<file path="src/rtl/ubd_pkg.sv">
// ubd_pkg: offsets, field positions, reset values and types of the bridge control block
// assumes a 32-bit ahb slave port and a single system clock
package ubd_pkg;
  // register byte offsets inside the bridge window
  localparam logic [7:0] UBD_OFS_MASTER_SET = 8'h10;
  localparam logic [7:0] UBD_OFS_INT_REQ = 8'h14;
  localparam logic [7:0] UBD_OFS_INT_VAL = 8'h18;
  localparam logic [7:0] UBD_OFS_CORE_REQ = 8'h1C;
  localparam logic [7:0] UBD_OFS_CORE_VAL = 8'h20;
  // engine control bit positions in the master setting register
  localparam int UBD_BIT_RD_RESET = 6;
  localparam int UBD_BIT_RD_ABORT = 5;
  localparam int UBD_BIT_RD_ENABLE = 4;
  localparam int UBD_BIT_WR_RESET = 2;
  localparam int UBD_BIT_WR_ABORT = 1;
  localparam int UBD_BIT_WR_ENABLE = 0;
  // indirect request register layout
  localparam int UBD_BIT_REQ = 31;
  localparam int UBD_BIT_CLR = 30;
  localparam int UBD_ADR_LSB = 2;
  localparam int UBD_INT_ADR_W = 6;
  localparam int UBD_CORE_ADR_W = 8;
  localparam int UBD_CORE_DATA_W = 16;
  // reset values
  localparam logic [31:0] UBD_RST_INT_VAL = 32'h00000000;
  localparam logic [15:0] UBD_RST_CORE_VAL = 16'h0000;
  localparam logic [5:0] UBD_RST_INT_ADR = 6'h00;
  localparam logic [7:0] UBD_RST_CORE_ADR = 8'h00;
  // legal internal read targets (byte addresses)
  localparam logic [7:0] UBD_SEL_WR_CUR_ADDR = 8'h48;
  localparam logic [7:0] UBD_SEL_RD_CUR_ADDR = 8'h58;
  localparam logic [7:0] UBD_SEL_TIMEOUT_CNT = 8'h88;
  // control bundle toward one transfer engine
  typedef struct packed {
    logic reset;
    logic abort;
    logic enable;
  } ubd_eng_ctrl_s;
  // bus response sequencer
  typedef enum logic [1:0] {
    UBD_BUS_OKAY,
    UBD_BUS_ERR1,
    UBD_BUS_ERR2
  } ubd_bus_e;
endpackage

</file>
<file path="src/rtl/ubd_ind_chan.sv">
// ubd_ind_chan: one indirect register access channel with request, clear and value holder
// assumes ack arrives as a one-cycle pulse from logic on the same clock
`timescale 1ns/1ps
`default_nettype none
module ubd_ind_chan
  import ubd_pkg::*;
#(
  parameter int DATA_W = 32,
  parameter int ADDR_W = 6,
  parameter logic [DATA_W-1:0] VAL_RST = '0,
  parameter logic [ADDR_W-1:0] ADR_RST = '0
)
(
  // clock and reset
  input wire logic sys_clk,
  input wire logic rst,
  // software side
  input wire logic start,
  input wire logic clear,
  input wire logic addr_we,
  input wire logic [ADDR_W-1:0] addr_in,
  input wire logic ext_busy,
  // target side
  input wire logic ack,
  input wire logic [DATA_W-1:0] ack_data,
  // state
  output logic req_q,
  output logic clr_q,
  output logic [ADDR_W-1:0] addr_q,
  output logic [DATA_W-1:0] value_q,
  output logic done_q,
  output logic abort_q
);
  if (DATA_W < 1 || DATA_W > 32 || ADDR_W < 1 || ADDR_W > 8)
  begin : g_chk
    $error("ubd_ind_chan: unsupported width");
  end

  logic req_d; // request and busy
  logic clr_d; // forced clearing in progress
  logic [ADDR_W-1:0] addr_d;
  logic [DATA_W-1:0] value_d;
  logic done_d; // completion pulse
  logic abort_d; // abort pulse toward target

  // next state: clear beats start and ack, one request at a time
  always_comb
  begin
    req_d = req_q;
    clr_d = 1'b0; // forced clearing finishes in one cycle
    addr_d = addr_q;
    value_d = value_q;
    done_d = 1'b0;
    abort_d = 1'b0;
    if (addr_we && !req_q)
    begin
      addr_d = addr_in; // address held stable while busy
    end
    if (clear)
    begin
      req_d = 1'b0;
      clr_d = 1'b1;
      abort_d = req_q | ext_busy;
    end
    else if (req_q && ack)
    begin
      value_d = ack_data;
      req_d = 1'b0;
      done_d = 1'b1;
    end
    else if (start && !req_q && !ext_busy)
    begin
      req_d = 1'b1;
    end
  end

  // register stage
  always_ff @(posedge sys_clk)
  begin
    if (rst)
    begin
      req_q <= 1'b0;
      clr_q <= 1'b0;
      addr_q <= ADR_RST;
      value_q <= VAL_RST;
      done_q <= 1'b0;
      abort_q <= 1'b0;
    end
    else
    begin
      req_q <= req_d;
      clr_q <= clr_d;
      addr_q <= addr_d;
      value_q <= value_d;
      done_q <= done_d;
      abort_q <= abort_d;
    end
  end
endmodule
`default_nettype wire

</file>
<file path="src/rtl/ubd_ctrl.sv">
// ubd_ctrl: transfer engine control bits and indirect read channels of the usb to ahb bridge
// assumes ahb-lite, 32-bit word accesses, all neighbours on sys_clk
`timescale 1ns/1ps
`default_nettype none
// Contract
// - read reset reinitialises read engine, self clears
// - read abort stops transfer, clears enable
// - read enable cleared at end, zero ignored
// - write reset reinitialises write engine, self clears
// - write abort stops transfer, clears enable
// - write enable cleared at end, zero ignored
// - select field picks one of three targets; the code passes on any six-bit select unchecked
// - internal read stores value, clears, flags done
// - internal clear forces request low, self clears
// - suspended access to request register errors
// - core read stores value, clears, flags done
// - request bit shows busy during core write
// - core clear stops access, self clears
// - core result in low sixteen bits
module ubd_ctrl
  import ubd_pkg::*;
(
  // clock and reset
  input wire logic sys_clk,
  input wire logic rst,
  // ahb slave
  input wire logic hsel,
  input wire logic [31:0] haddr,
  input wire logic [1:0] htrans,
  input wire logic hwrite,
  input wire logic [31:0] hwdata,
  input wire logic hready,
  output logic [31:0] hrdata,
  output logic hreadyout,
  output logic hresp,
  // power state
  input wire logic phy_suspend,
  // transfer engines
  output ubd_eng_ctrl_s rd_eng_ctrl,
  input wire logic rd_eng_done,
  output ubd_eng_ctrl_s wr_eng_ctrl,
  input wire logic wr_eng_done,
  // internal register read channel
  output logic int_rd_req,
  output logic [7:0] int_rd_addr,
  input wire logic int_rd_ack,
  input wire logic [31:0] int_rd_data,
  // core register channel
  output logic core_rd_req,
  output logic [7:0] core_rd_addr,
  input wire logic core_rd_ack,
  input wire logic [15:0] core_rd_data,
  input wire logic core_wr_active,
  output logic core_abort,
  // completion events for the interrupt status register
  output logic int_rd_done,
  output logic core_rd_done
);
  ubd_bus_e bus_q, bus_d; // response sequencer
  logic dp_wr_q, dp_wr_d; // write data phase pending
  logic [7:0] dp_addr_q, dp_addr_d; // data phase offset
  logic [31:0] hrdata_q, hrdata_d;
  logic hreadyout_q, hreadyout_d;
  logic hresp_q, hresp_d;
  ubd_eng_ctrl_s rd_q, rd_d, wr_q, wr_d; // engine control bits
  logic addr_ph; // valid address phase this cycle
  logic [7:0] ofs; // word-aligned byte offset of address phase
  logic wr_ms, wr_ir, wr_cr; // write data phase hits
  logic ir_req, ir_clr, cr_req, cr_clr;
  logic [5:0] ir_adr;
  logic [7:0] cr_adr;
  logic [31:0] ir_val;
  logic [15:0] cr_val;

  // pulls one bit of the write data, named once
  function automatic logic wbit(input logic [31:0] d, input int pos);
    wbit = d[pos];
  endfunction

  // engine bit update shared by both directions
  function automatic ubd_eng_ctrl_s eng_next(input ubd_eng_ctrl_s cur, input logic we,
    input logic [31:0] d, input int rpos, input int apos, input int epos, input logic done);
    ubd_eng_ctrl_s n;
    n = cur;
    n.reset = 1'b0; // reset pulse clears itself after one cycle
    n.abort = 1'b0;
    if (done)
    begin
      n.enable = 1'b0; // end of transfer
    end
    if (we && d[epos] && !cur.enable)
    begin
      n.enable = 1'b1; // writing zero never stops a transfer
    end
    if (we && d[apos])
    begin
      n.abort = 1'b1;
      n.enable = 1'b0; // abort wins over a set in the same write
    end
    if (we && d[rpos])
    begin
      n.reset = 1'b1;
      n.enable = 1'b0;
    end
    eng_next = n;
  endfunction

  assign addr_ph = hsel && hready && htrans[1];
  assign ofs = {haddr[7:2], 2'b00};
  assign wr_ms = dp_wr_q && (dp_addr_q == UBD_OFS_MASTER_SET);
  assign wr_ir = dp_wr_q && (dp_addr_q == UBD_OFS_INT_REQ);
  assign wr_cr = dp_wr_q && (dp_addr_q == UBD_OFS_CORE_REQ);

  // bus sequencer and read mux; reads sample state at the address phase
  always_comb
  begin
    bus_d = UBD_BUS_OKAY;
    dp_wr_d = 1'b0;
    dp_addr_d = dp_addr_q;
    hrdata_d = 32'h00000000; // unused bits read zero
    hreadyout_d = 1'b1;
    hresp_d = 1'b0;
    case (bus_q)
      UBD_BUS_ERR1:
      begin
        bus_d = UBD_BUS_ERR2; // second cycle of error response
        hresp_d = 1'b1;
      end
      // second error cycle has hready high, so an address phase then is taken as usual
      default:
      begin
        if (addr_ph && phy_suspend && ofs == UBD_OFS_INT_REQ)
        begin
          bus_d = UBD_BUS_ERR1;
          hreadyout_d = 1'b0;
          hresp_d = 1'b1;
        end
        else if (addr_ph && hwrite)
        begin
          dp_wr_d = 1'b1;
          dp_addr_d = ofs;
        end
        else if (addr_ph)
        begin
          if (ofs == UBD_OFS_MASTER_SET)
          begin
            hrdata_d[UBD_BIT_RD_RESET] = rd_q.reset;
            hrdata_d[UBD_BIT_RD_ENABLE] = rd_q.enable;
            hrdata_d[UBD_BIT_WR_RESET] = wr_q.reset;
            hrdata_d[UBD_BIT_WR_ENABLE] = wr_q.enable;
          end
          else if (ofs == UBD_OFS_INT_REQ)
          begin
            hrdata_d[UBD_BIT_REQ] = ir_req;
            hrdata_d[UBD_BIT_CLR] = ir_clr;
            hrdata_d[7:2] = ir_adr;
          end
          else if (ofs == UBD_OFS_INT_VAL)
          begin
            hrdata_d = ir_val;
          end
          else if (ofs == UBD_OFS_CORE_REQ)
          begin
            hrdata_d[UBD_BIT_REQ] = cr_req | core_wr_active;
            hrdata_d[UBD_BIT_CLR] = cr_clr;
            hrdata_d[9:2] = cr_adr;
          end
          else if (ofs == UBD_OFS_CORE_VAL)
          begin
            hrdata_d[15:0] = cr_val;
          end
        end
      end
    endcase
  end

  // bus stage registers
  always_ff @(posedge sys_clk)
  begin
    if (rst)
    begin
      bus_q <= UBD_BUS_OKAY;
      dp_wr_q <= 1'b0;
      dp_addr_q <= 8'h00;
      hrdata_q <= 32'h00000000;
      hreadyout_q <= 1'b1;
      hresp_q <= 1'b0;
    end
    else
    begin
      bus_q <= bus_d;
      dp_wr_q <= dp_wr_d;
      dp_addr_q <= dp_addr_d;
      hrdata_q <= hrdata_d;
      hreadyout_q <= hreadyout_d;
      hresp_q <= hresp_d;
    end
  end

  // engine control bits, written at the data phase
  always_comb
  begin
    rd_d = eng_next(rd_q, wr_ms, hwdata, UBD_BIT_RD_RESET, UBD_BIT_RD_ABORT,
      UBD_BIT_RD_ENABLE, rd_eng_done);
    wr_d = eng_next(wr_q, wr_ms, hwdata, UBD_BIT_WR_RESET, UBD_BIT_WR_ABORT,
      UBD_BIT_WR_ENABLE, wr_eng_done);
  end

  // engine control registers
  always_ff @(posedge sys_clk)
  begin
    if (rst)
    begin
      rd_q <= '0;
      wr_q <= '0;
    end
    else
    begin
      rd_q <= rd_d;
      wr_q <= wr_d;
    end
  end

  // internal register read channel; targets beyond the three are software's concern
  ubd_ind_chan #(
    .DATA_W(32),
    .ADDR_W(UBD_INT_ADR_W),
    .VAL_RST(UBD_RST_INT_VAL),
    .ADR_RST(UBD_RST_INT_ADR)
  ) u_int_chan (
    .sys_clk(sys_clk),
    .rst(rst),
    .start(wr_ir && wbit(hwdata, UBD_BIT_REQ)),
    .clear(wr_ir && wbit(hwdata, UBD_BIT_CLR)),
    .addr_we(wr_ir),
    .addr_in(hwdata[7:2]),
    .ext_busy(1'b0),
    .ack(int_rd_ack),
    .ack_data(int_rd_data),
    .req_q(ir_req),
    .clr_q(ir_clr),
    .addr_q(ir_adr),
    .value_q(ir_val),
    .done_q(int_rd_done),
    .abort_q()
  );

  // core register channel; core writes elsewhere block new requests
  ubd_ind_chan #(
    .DATA_W(UBD_CORE_DATA_W),
    .ADDR_W(UBD_CORE_ADR_W),
    .VAL_RST(UBD_RST_CORE_VAL),
    .ADR_RST(UBD_RST_CORE_ADR)
  ) u_core_chan (
    .sys_clk(sys_clk),
    .rst(rst),
    .start(wr_cr && wbit(hwdata, UBD_BIT_REQ)),
    .clear(wr_cr && wbit(hwdata, UBD_BIT_CLR)),
    .addr_we(wr_cr),
    .addr_in(hwdata[9:2]),
    .ext_busy(core_wr_active),
    .ack(core_rd_ack),
    .ack_data(core_rd_data),
    .req_q(cr_req),
    .clr_q(cr_clr),
    .addr_q(cr_adr),
    .value_q(cr_val),
    .done_q(core_rd_done),
    .abort_q(core_abort)
  );

  assign hrdata = hrdata_q;
  assign hreadyout = hreadyout_q;
  assign hresp = hresp_q;
  assign rd_eng_ctrl = rd_q;
  assign wr_eng_ctrl = wr_q;
  assign int_rd_req = ir_req;
  assign int_rd_addr = {ir_adr, 2'b00};
  assign core_rd_req = cr_req;
  assign core_rd_addr = cr_adr;
endmodule
`default_nettype wire

</file>
<file path="config.mk">
export PLATFORM = sky130hd
export DESIGN_NAME = ubd_ctrl
export DESIGN_NICKNAME = d
export VERILOG_FILES = /design/src/rtl/ubd_pkg.sv /design/src/rtl/ubd_ind_chan.sv /design/src/rtl/ubd_ctrl.sv
export SDC_FILE = /design/constraint.sdc
export NUM_CORES = 1
export LEC_CHECK = 0
export ABC_AREA = 1
export ABC_CLOCK_PERIOD_IN_PS = 2400
export BUFFER_PORTS_ARGS = -buffer_cell sky130_fd_sc_hd__buf_2
export CORE_UTILIZATION = 40
export DETAILED_ROUTE_END_ITERATION = 7
export PLACE_DENSITY_LB_ADDON = 0.05
export SLEW_MARGIN = 15
export SYNTH_ARGS = -nofsm -noshare
export SYNTH_HDL_FRONTEND = slang
export SYNTH_SLANG_ARGS = --single-unit
</file>
<file path="constraint.sdc">
create_clock -name sys_clk -period 2.4 [get_ports sys_clk]
set_clock_uncertainty 0.15 [all_clocks]
set_input_delay 0.12 -clock sys_clk [delete_from_list [all_inputs] [get_ports sys_clk]]
set_output_delay 0.12 -clock sys_clk [all_outputs]
set_load 0.005 [all_outputs]
</file>
==> results of run 1 <==
layout make-up:
class / instances / share of cell area
Clock buffer: 24 / 0.0690
Multi-Input combinational cell: 459 / 0.286
Inverter: 118 / 0.0621
Sequential cell: 118 / 0.331
Tap cell: 168 / 0.0295
Timing Repair Buffer: 221 / 0.212
Clock inverter: 8 / 0.0102
routing by layer:
metal | GRT usage | up-vias
li1 | - | 2683
met1 | 0.274 | 2293
met2 | 0.357 | 167
met3 | 0.0515 | 29
met4 | 0.101 | 0
met5 | 0 | -
worst register-to-register path: stages (launching register included):
cell and delay, ps:
dfxtp_1 300, inv_2 50, nand2_1 70, nor3_4 400
nand3_2 190, buf_12 250, nand3_1 100, a21oi_1 50
dlygate4sd3_1 570
cell usage in the layout (no fill, tap or decap), drive strengths merged, types with 3 or more instances in the layout:
cell type	Yosys	layout
nor3	3	3
nand3	86	86
or2	3	3
inv	116	116
dlygate4sd3	0	73
buf	16	148
nand4	21	21
nand2	118	118
clkinv	2	6
clkbuf	23	24
o21ai	4	4
dfxtp	118	118
clkinvlp	0	3
nor2	148	148
a21oi	73	73
registers in the layout, indices dropped and copies added, names as in the netlist, 2 cells and up:
name                 count
dp_addr_q                6
hrdata                  32
bus_q                    2
u_core_chan.value_q     16
u_int_chan.addr_q        6
rd_eng_ctrl              3
u_int_chan.value_q      32
wr_eng_ctrl              3
u_core_chan.addr_q       8
where the power goes:
group          switching, uW  total [uW]  internal (uW)
clock network            857        2380           1520
registers               2.56        1970           1970
logic                    139         292            153
logic make-up (layout without fill, tap and decap cells):
kind of cell / count (synthesis) / count (layout) / share of synthesized area
buffers and inverters: 157 / 371 / 0.122
and+or+nand+nor: 379 / 379 / 0.327
DFF: 118 / 118 / 0.472
AOI/OAI and AO/OA: 78 / 78 / 0.0785
other: 1 / 2 / 0.000749
repair_timing:
| item | 4_1_cts | 5_1_grt |
|---|---|---|
| setup buffers | 0 | 0 |
| endpoints found under the hold margin | 81 | 0 |
| hold buffers | 73 | 0 |
worst min-delay path by stage:
stage                start               endpoint  cells past startpoint
2_1_floorplan    hwdata[5]         rd_eng_ctrl[1]                      2
3_3_place_gp     hwdata[8]  u_core_chan.addr_q[6]                      3
3_5_place_dp     hwdata[9]  u_core_chan.addr_q[7]                      3
4_1_cts           haddr[2]              hrdata[9]                      4
5_1_grt           haddr[2]              hrdata[9]                      4
6_report       phy_suspend               bus_q[0]                      5
stage by stage:
stage	area, um2	hold WS [ps]	power, uW	instances
2_1_floorplan	5010	90.6	2110	734
3_3_place_gp	5830	197	2210	1011
3_5_place_dp	5830	201	2210	1011
4_1_cts	7130	14.8	4680	1116
5_1_grt	7130	59.8	4810	1116
6_report	7130	37.0	4640	1116
synthesized netlist by cell type:
cell type / n
nor2_1: 145
dfxtp_1: 118
nand2_1: 117
inv_1: 114
nand3_1: 83
a21oi_1: 73
clkbuf_1: 23
nand4_1: 21
buf_1: 6
buf_2: 6
buf_4: 4
o21ai_0: 4
nand3_2: 3
or2_2: 3
clkinv_1: 2
inv_2: 2
nor2_2: 2
nor3_1: 2
conb_1: 1
nand2_2: 1
nor2_4: 1
nor3_4: 1
o211ai_1: 1
==> impl_metrics.py, run 1 <==
metrics = {
    "drt": {
        "drc_errors": 0,
        "top_layer": "met4",
        "met1_length_um": 6200,
        "routed_wl_um": 13800,
        "first_iter_violations": 349,
        "routed-via-count": 5172,
        "drtPass1Iterations": 5,
        "wl_per_cell_um": 12.3,
        "drt.antenna.violating_nets": 0,
        "wl_met2_um": 6490,
        "wl_met3_um": 756,
        "vias_per_cell": 4.63,
    },
    "setup_path": {
        "cp_num_buf_inv": 3,
        "rr_startpoint": "dp_addr_q[7]",
        "crit_path_start_kind": "flop",
        "reg2reg_to": "u_int_chan.req_q",
        "criticalPathCategory": "reg -> reg",
        "cp_data_arrival_time_ps": 2380,
        "end_kind": "flop",
        "critical-path-slowest-cell": "dlygate4sd3_1",
        "crit_fanout": 67,
        "r2r_slack_ps": 160,
        "max_stage_delay_ps": 570,
        "path_cells": "inv_2 -> nand2_1 -> nor3_4 -> nand3_2 -> buf_12 -> nand3_1 -> a21oi_1 -> dlygate4sd3_1",
        "reg2regPathDepth": 8,
        "startpoint": "dp_addr_q[7]",
        "critPathTopFamily": "buffers and inverters",
        "cp.depth": 8,
        "worstPathRequired_ps": 2540,
        "endpoint": "u_int_chan.req_q",
    },
    "sta": {
        "fin_crit_sh": 0.931,
        "hold_viol": 0,
        "finalSetupViolCount": 0,
        "finalCriticalPeriod_ps": 2240,
        "slew_headroom": 0.540,
        "timing.final.ws_setup_ps": 165,
        "fmax_ghz": 0.447,
        "tightestPinTransition_ps": 689,
        "rsz0062_at_grt": "false",
        "final.setup.tns_ps": 0,
        "drv_slew": 0,
    },
    "layout": {
        "fillCellCount": 1193,
        "final_util": 0.589,
        "regArea_mm2": 0.00236,
        "nets": 1060,
        "multiInputGateArea_mm2": 0.00204,
        "areaGrowthSynthToFinish_pct": 42.4,
        "drive_above_1_share": 0.203,
        "antenna_cells": 0,
    },
    "grt": {
        "antenna_found_initial": 0,
        "grt_pass1_vias": 4724,
        "grt_start_max_net_pins": 68,
        "grtUsageTotal": 0.219,
        "grt_overflow": 0,
        "grt_pass1_wl_um": 21900,
    },
    "synth": {
        "syn_inst": 733,
        "synth_top_area_cell": "dfxtp_1",
        "ys_top_cells_by_area": "dfxtp_1 (47%), nor2_1 (11%), nand2_1 (8.8%)",
        "ys_seq_area_frac": 0.472,
        "netlist_area_mm2": 0.00501,
        "synth_warnings": 0,
        "synth_top_area_share": 0.472,
        "yosys_register_bits": 118,
        "syn_avg_cell_area_um2": 6.83,
        "ys_types": 23,
    },
    "power_and_ir_drop": {
        "vdd_drop_max_mv": 0.339,
        "power_density_mw_per_mm2": 651,
        "p_leak_uw": 0.00337,
    },
    "clocking": {
        "cts_sinks": 118,
        "path_clk_slew_ps": 50,
        "cts_htree_levels": 4,
        "cts_buffers": 17,
        "root_buffer": "clkbuf_16",
        "clk_latency_ps": 410,
        "cts_tree": "yes",
        "postCtsResizedCells": 0,
        "clk_path_buf_depth": 2,
    },
    "flow_run": {
        "maxCapViolCount": 0,
    },
    "run_status": {
        "outcome": "finished clean",
    },
    "worst_hold_path": {
        "worstHoldPathType": "in -> reg",
    },
    "floorplanning": {
        "die-area_mm2": 0.0130,
        "num_rows": 40,
        "dieWidth_um": 114,
        "chipHeight_um": 114,
        "start_util": 0.413,
        "io_pins": 186,
        "fp.coreArea_mm2": 0.0121,
    },
    "placement": {
        "port_buffers": 136,
        "dp_hpwl_um": 9100,
        "gp_congestion": 0.838,
        "dp_slack_ps": 605,
    },
}
Power figures use the tool's default switching activity.
==> run 2, diff against run 1 <==
--- a/config.mk
+++ b/config.mk
@@ -8,10 +8,12 @@
 export ABC_AREA = 1
 export ABC_CLOCK_PERIOD_IN_PS = 2400
 export BUFFER_PORTS_ARGS = -buffer_cell sky130_fd_sc_hd__buf_2
-export CORE_UTILIZATION = 40
+export CORE_UTILIZATION = 45
 export DETAILED_ROUTE_END_ITERATION = 7
 export PLACE_DENSITY_LB_ADDON = 0.05
+export REMOVE_ABC_BUFFERS = 1
 export SLEW_MARGIN = 15
 export SYNTH_ARGS = -nofsm -noshare
 export SYNTH_HDL_FRONTEND = slang
+export SYNTH_HIERARCHICAL = 1
 export SYNTH_SLANG_ARGS = --single-unit
==> impl_metrics.py, run 2 <==
metrics = {
    "run_status": {
        "outcome": "complete, but fails checks",
        "violations": "hold timing",
    },
    "floorplanning": {
        "start_util": 0.461,
        "num_rows": 38,
        "die-area_mm2": 0.0115,
        "chipHeight_um": 107,
        "dieWidth_um": 107,
        "fp.coreArea_mm2": 0.0108,
        "io_pins": 186,
    },
    "power_and_ir_drop": {
        "power_switching_uw": 991,
        "intPower_uw": 3580,
        "p_seq_frac": 0.430,
        "switching_share": 0.217,
        "clkPwrFrac": 0.510,
        "vdd_drop_max_mv": 0.351,
        "pwr-share-comb": 0.060,
        "power_density_mw_per_mm2": 642,
        "p_leak_uw": 0.00360,
        "power.total_uw": 4570,
    },
    "clocking": {
        "post-cts-setup-buffers": 0,
        "cts_htree_levels": 4,
        "cts_tree": "yes",
        "postCtsResizedCells": 0,
        "cts_sinks": 118,
        "root_buffer": "clkbuf_8",
        "cts_buffers": 17,
        "clk_path_buf_depth": 2,
        "path_clk_slew_ps": 60,
        "clk_latency_ps": 510,
    },
    "layout": {
        "fillCellCount": 948,
        "multiInputGateArea_mm2": 0.00200,
        "nets": 1055,
        "antenna_cells": 0,
        "final_common_cell": "nor2_1",
        "areaGrowthSynthToFinish_pct": 43.1,
        "layout_common_cells": "nor2_1 (175), nand2_1 (152), buf_2 (136), dfxtp_1 (118), inv_1 (112)",
        "drive_above_1_share": 0.229,
        "final_util": 0.660,
        "fin_cells": 1082,
        "regArea_mm2": 0.00236,
    },
    "grt": {
        "antenna_found_initial": 0,
        "grt_overflow": 0,
        "grtUsageTotal": 0.249,
        "grt_pass1_wl_um": 22000,
        "grt_start_max_net_pins": 34,
        "grt_pass1_vias": 4738,
    },
    "synth": {
        "netlist_area_mm2": 0.00498,
        "synth_warnings": 6,
        "syn_avg_cell_area_um2": 7.03,
        "syn_inst": 708,
    },
    "placement": {
        "port_buffers": 136,
        "gp_congestion": 0.799,
        "dp_cells": 969,
        "dp_hpwl_um": 8590,
    },
    "sta": {
        "hold_viol": 2,
        "fin_crit_sh": 0.939,
        "drv_slew": 0,
        "finalSetupViolCount": 0,
        "hold_slack_ps": -28.0,
        "fmax_ghz": 0.444,
        "tightestPinTransition_ps": 702,
        "slew_headroom": 0.531,
        "rsz0062_at_grt": "false",
        "finalCriticalPeriod_ps": 2250,
    },
    "drt": {
        "first_iter_violations": 249,
        "drtPass1Iterations": 6,
        "drc_errors": 0,
        "routed_wl_um": 13200,
        "drt.antenna.violating_nets": 0,
        "vias_per_cell": 4.56,
        "routed-via-count": 4936,
        "wl_per_cell_um": 12.2,
    },
    "flow_run": {
        "maxCapViolCount": 0,
    },
    "setup_path": {
        "end_kind": "flop",
        "crit_path_start_kind": "primary input",
        "worstPathRequired_ps": 2700,
        "cp_data_arrival_time_ps": 2550,
        "crit_fanout": 24,
        "criticalPathCategory": "in -> reg",
    },
    "worst_hold_path": {
        "worstHoldPathType": "in -> reg",
    },
}
==> run 2: what timing repair did <==
item / CTS / global route
hold buffers: 82 / 1
hold endpoints to repair: 101 / 1
endpoints found under the setup margin: 0 / 1
==> run 2: worst max-delay path, cell delays in order <==
cell and delay, ps:
dlygate4sd3_1 530, buf_2 230, inv_1 460, buf_4 390, nand3_1 120, dlygate4sd3_1 580, nor2_1 100
==> run 2: worst paths after layout <==
kind | slack, ps | depth (start not counted) | end | start
max | 150 | 7 | u_int_chan/req_q | rst
min | -30 | 5 | hrdata[4] | htrans[1]
max reg2reg | 390 | 11 | u_int_chan/value_q[22] | dp_addr_q[6]
min reg2reg | 270 | 2 | hrdata[27] | u_int_chan/value_q[27]
==> run 2: cell type report <==
class | count | share of cell area
Tap cell | 140 | 0.0246
Inverter | 115 | 0.0613
Sequential cell | 118 | 0.332
Clock inverter | 8 | 0.0104
Timing Repair Buffer | 227 | 0.224
Multi-Input combinational cell | 451 | 0.281
Clock buffer | 23 | 0.0669
==> run 2: through the flow <==
| stage | hold WS (ps) | setup WS [ps] | TNS, ps | instance area, um2 |
|---|---|---|---|---|
| finish | -28.0 | 146 | 0 | 7120 |
| global route | 3.81 | 33.1 | 0 | 7120 |
| CTS | 20.0 | 33.7 | 0 | 7120 |
| detailed placement | 198 | 424 | 0 | 5750 |
| global placement | 190 | 430 | 0 | 5750 |
| floorplan | 39.1 | -196 | -5750 | 4800 |
==> run 2: per-layer routing <==
layer | global-route usage | up-vias | routed length [um]
li1 | - | 2561 | -
met1 | 0.299 | 2179 | 5780
met2 | 0.427 | 176 | 6270
met3 | 0.0553 | 20 | 923
met4 | 0.108 | 0 | 264
met5 | 0 | - | 0
==> run 2: power by group through the flow <==
stage	Combinational [uW]	Clock, uW	Sequential (uW)
finish	273	2330	1970
global route	297	2470	1970
CTS	269	2380	1970
detailed placement	176	0	2010
global placement	175	0	2010
floorplan	67.0	0	2010
==> run 3, diff against run 2 <==
--- a/config.mk
+++ b/config.mk
@@ -5,7 +5,6 @@
 export SDC_FILE = /design/constraint.sdc
 export NUM_CORES = 1
 export LEC_CHECK = 0
-export ABC_AREA = 1
 export ABC_CLOCK_PERIOD_IN_PS = 2400
 export BUFFER_PORTS_ARGS = -buffer_cell sky130_fd_sc_hd__buf_2
 export CORE_UTILIZATION = 45
==> impl_metrics.py, run 3 <==
metrics = {
    "run_status": {
        "outcome": "finished clean",
    },
    "clocking": {
        "cts_tree": "yes",
        "clk_path_buf_depth": 2,
        "clk_latency_ps": 490,
        "post-cts-setup-buffers": 0,
        "root_buffer": "clkbuf_8",
        "cts_buffers": 17,
        "cts_htree_levels": 4,
        "cts_sinks": 118,
        "path_clk_slew_ps": 60,
    },
    "layout": {
        "regArea_mm2": 0.00236,
        "final_common_cell": "buf_2",
        "drive_above_1_share": 0.309,
        "stdcell_area_mm2": 0.00679,
        "antenna_cells": 0,
        "nets": 839,
        "multiInputGateArea_mm2": 0.00204,
        "areaGrowthSynthToFinish_pct": 47.1,
        "layout_common_cells": "buf_2 (135), dfxtp_1 (118), nand2_1 (102), dlygate4sd3_1 (80), nor2_1 (38)",
        "fillCellCount": 814,
        "fin_cells": 860,
    },
    "sta": {
        "fmax_ghz": 0.475,
        "finalSetupViolCount": 0,
        "tightestPinTransition_ps": 733,
        "hold_viol": 0,
        "slew_headroom": 0.511,
        "fin_crit_sh": 0.877,
        "finalCriticalPeriod_ps": 2110,
        "rsz0062_at_grt": "false",
        "drv_slew": 0,
        "final.setup.tns_ps": 0,
        "timing.final.ws_setup_ps": 294,
    },
    "floorplanning": {
        "start_util": 0.468,
        "die-area_mm2": 0.0107,
        "io_pins": 186,
        "chipHeight_um": 103,
        "fp.coreArea_mm2": 0.00986,
        "dieWidth_um": 103,
        "num_rows": 36,
    },
    "setup_path": {
        "crit_fanout": 18,
        "criticalPathCategory": "reg -> reg",
        "worstPathRequired_ps": 2680,
        "r2r_slack_ps": 290,
        "cp_data_arrival_time_ps": 2380,
        "max_stage_delay_ps": 380,
        "critical-path-slowest-cell": "nor4_1",
        "cp_num_buf_inv": 1,
        "end_kind": "flop",
        "crit_path_start_kind": "flop",
        "path_cells": "nor4_1 -> and3b_2 -> and2_1 -> nand3b_1 -> buf_4 -> nand2_1 -> a21oi_2",
        "critPathTopFamily": "simple AND/OR/NAND/NOR gates",
    },
    "drt": {
        "drt.antenna.violating_nets": 0,
        "vias_per_cell": 4.92,
        "wl_per_cell_um": 14.7,
        "drc_errors": 0,
        "routed_wl_um": 12600,
        "drtPass1Iterations": 5,
        "first_iter_violations": 165,
        "routed-via-count": 4227,
    },
    "placement": {
        "dp_hpwl_um": 7780,
        "gp_congestion": 0.728,
        "dp_slack_ps": 344,
        "dp_cells": 748,
        "placed_cell_area_mm2": 0.00538,
        "port_buffers": 136,
    },
    "grt": {
        "grtUsageTotal": 0.246,
        "grt_pass1_vias": 3934,
        "grt_overflow": 0,
        "grt_start_max_net_pins": 88,
        "grt_pass1_wl_um": 19600,
        "antenna_found_initial": 0,
    },
    "synth": {
        "netlist_area_mm2": 0.00462,
        "synth_warnings": 6,
        "syn_avg_cell_area_um2": 9.29,
        "syn_inst": 497,
    },
    "power_and_ir_drop": {
        "intPower_uw": 3770,
        "power_switching_uw": 1020,
        "pwr-share-comb": 0.056,
        "vdd_drop_max_mv": 0.573,
        "switching_share": 0.213,
        "p_leak_uw": 0.00284,
        "power_density_mw_per_mm2": 706,
        "clkPwrFrac": 0.535,
        "p_seq_frac": 0.410,
    },
    "flow_run": {
        "maxCapViolCount": 0,
    },
    "worst_hold_path": {
        "worstHoldPathType": "in -> reg",
    },
}
==> run 3: path summary, 6_finish.rpt <==
kind | to | from | cells past startpoint
hold reg to reg | u_int_chan/value_q[21] | u_int_chan/value_q[21] | 2
hold / removal | hrdata[6] | htrans[1] | 5
setup / recovery | u_int_chan/value_q[5] | dp_addr_q[5] | 7
setup reg to reg | u_int_chan/value_q[5] | dp_addr_q[5] | 7
==> run 3: routing by layer <==
layer | track usage | routed length, um | vias to the layer above
met2 | 0.422 | 6400 | 110
met3 | 0.0652 | 591 | 10
met4 | 0.0553 | 136 | 0
li1 | - | - | 2114
met5 | 0 | 0 | -
met1 | 0.310 | 5500 | 1993
==> run 3: timing repair <==
action / 4_1_cts / 5_1_grt
resized for setup: 0 / 0
hold buffers: 80 / 0
endpoints found under the hold margin: 93 / 0
==> run 3: layout make-up <==
class / instances / share of cell area
tap: 133 / 0.0245
inverter: 6 / 0.00331
multi-input combinational: 342 / 0.300
clock inverter: 12 / 0.0243
sequential: 118 / 0.348
timing repair buffer: 229 / 0.235
clock buffer: 20 / 0.0656
==> run 3: power by group through the flow <==
| stage | registers, uW | logic [uW] | clock network, uW |
|---|---|---|---|
| after global placement | 2010 | 167 | 0 |
| final | 1960 | 267 | 2560 |
| after floorplan | 2010 | 38.5 | 0 |
| after CTS | 1960 | 264 | 2610 |
| after detailed placement | 2010 | 169 | 0 |
| after global routing | 1960 | 290 | 2710 |
==> run 3: worst min-delay path, cell delays in order <==
cell	delay, ps
buf_2	100
nand3_1	120
nor4_2	100
nand2_1	170
a211oi_1	60
==> run 3: through the flow <==
step,hold slack (ps),power (uW),util
finish,70.4,4790,0.689
global route,112,4960,0.689
CTS,59.3,4830,0.689
detailed placement,193,2170,0.546
global placement,191,2170,0.546
floorplan,32.4,2040,-
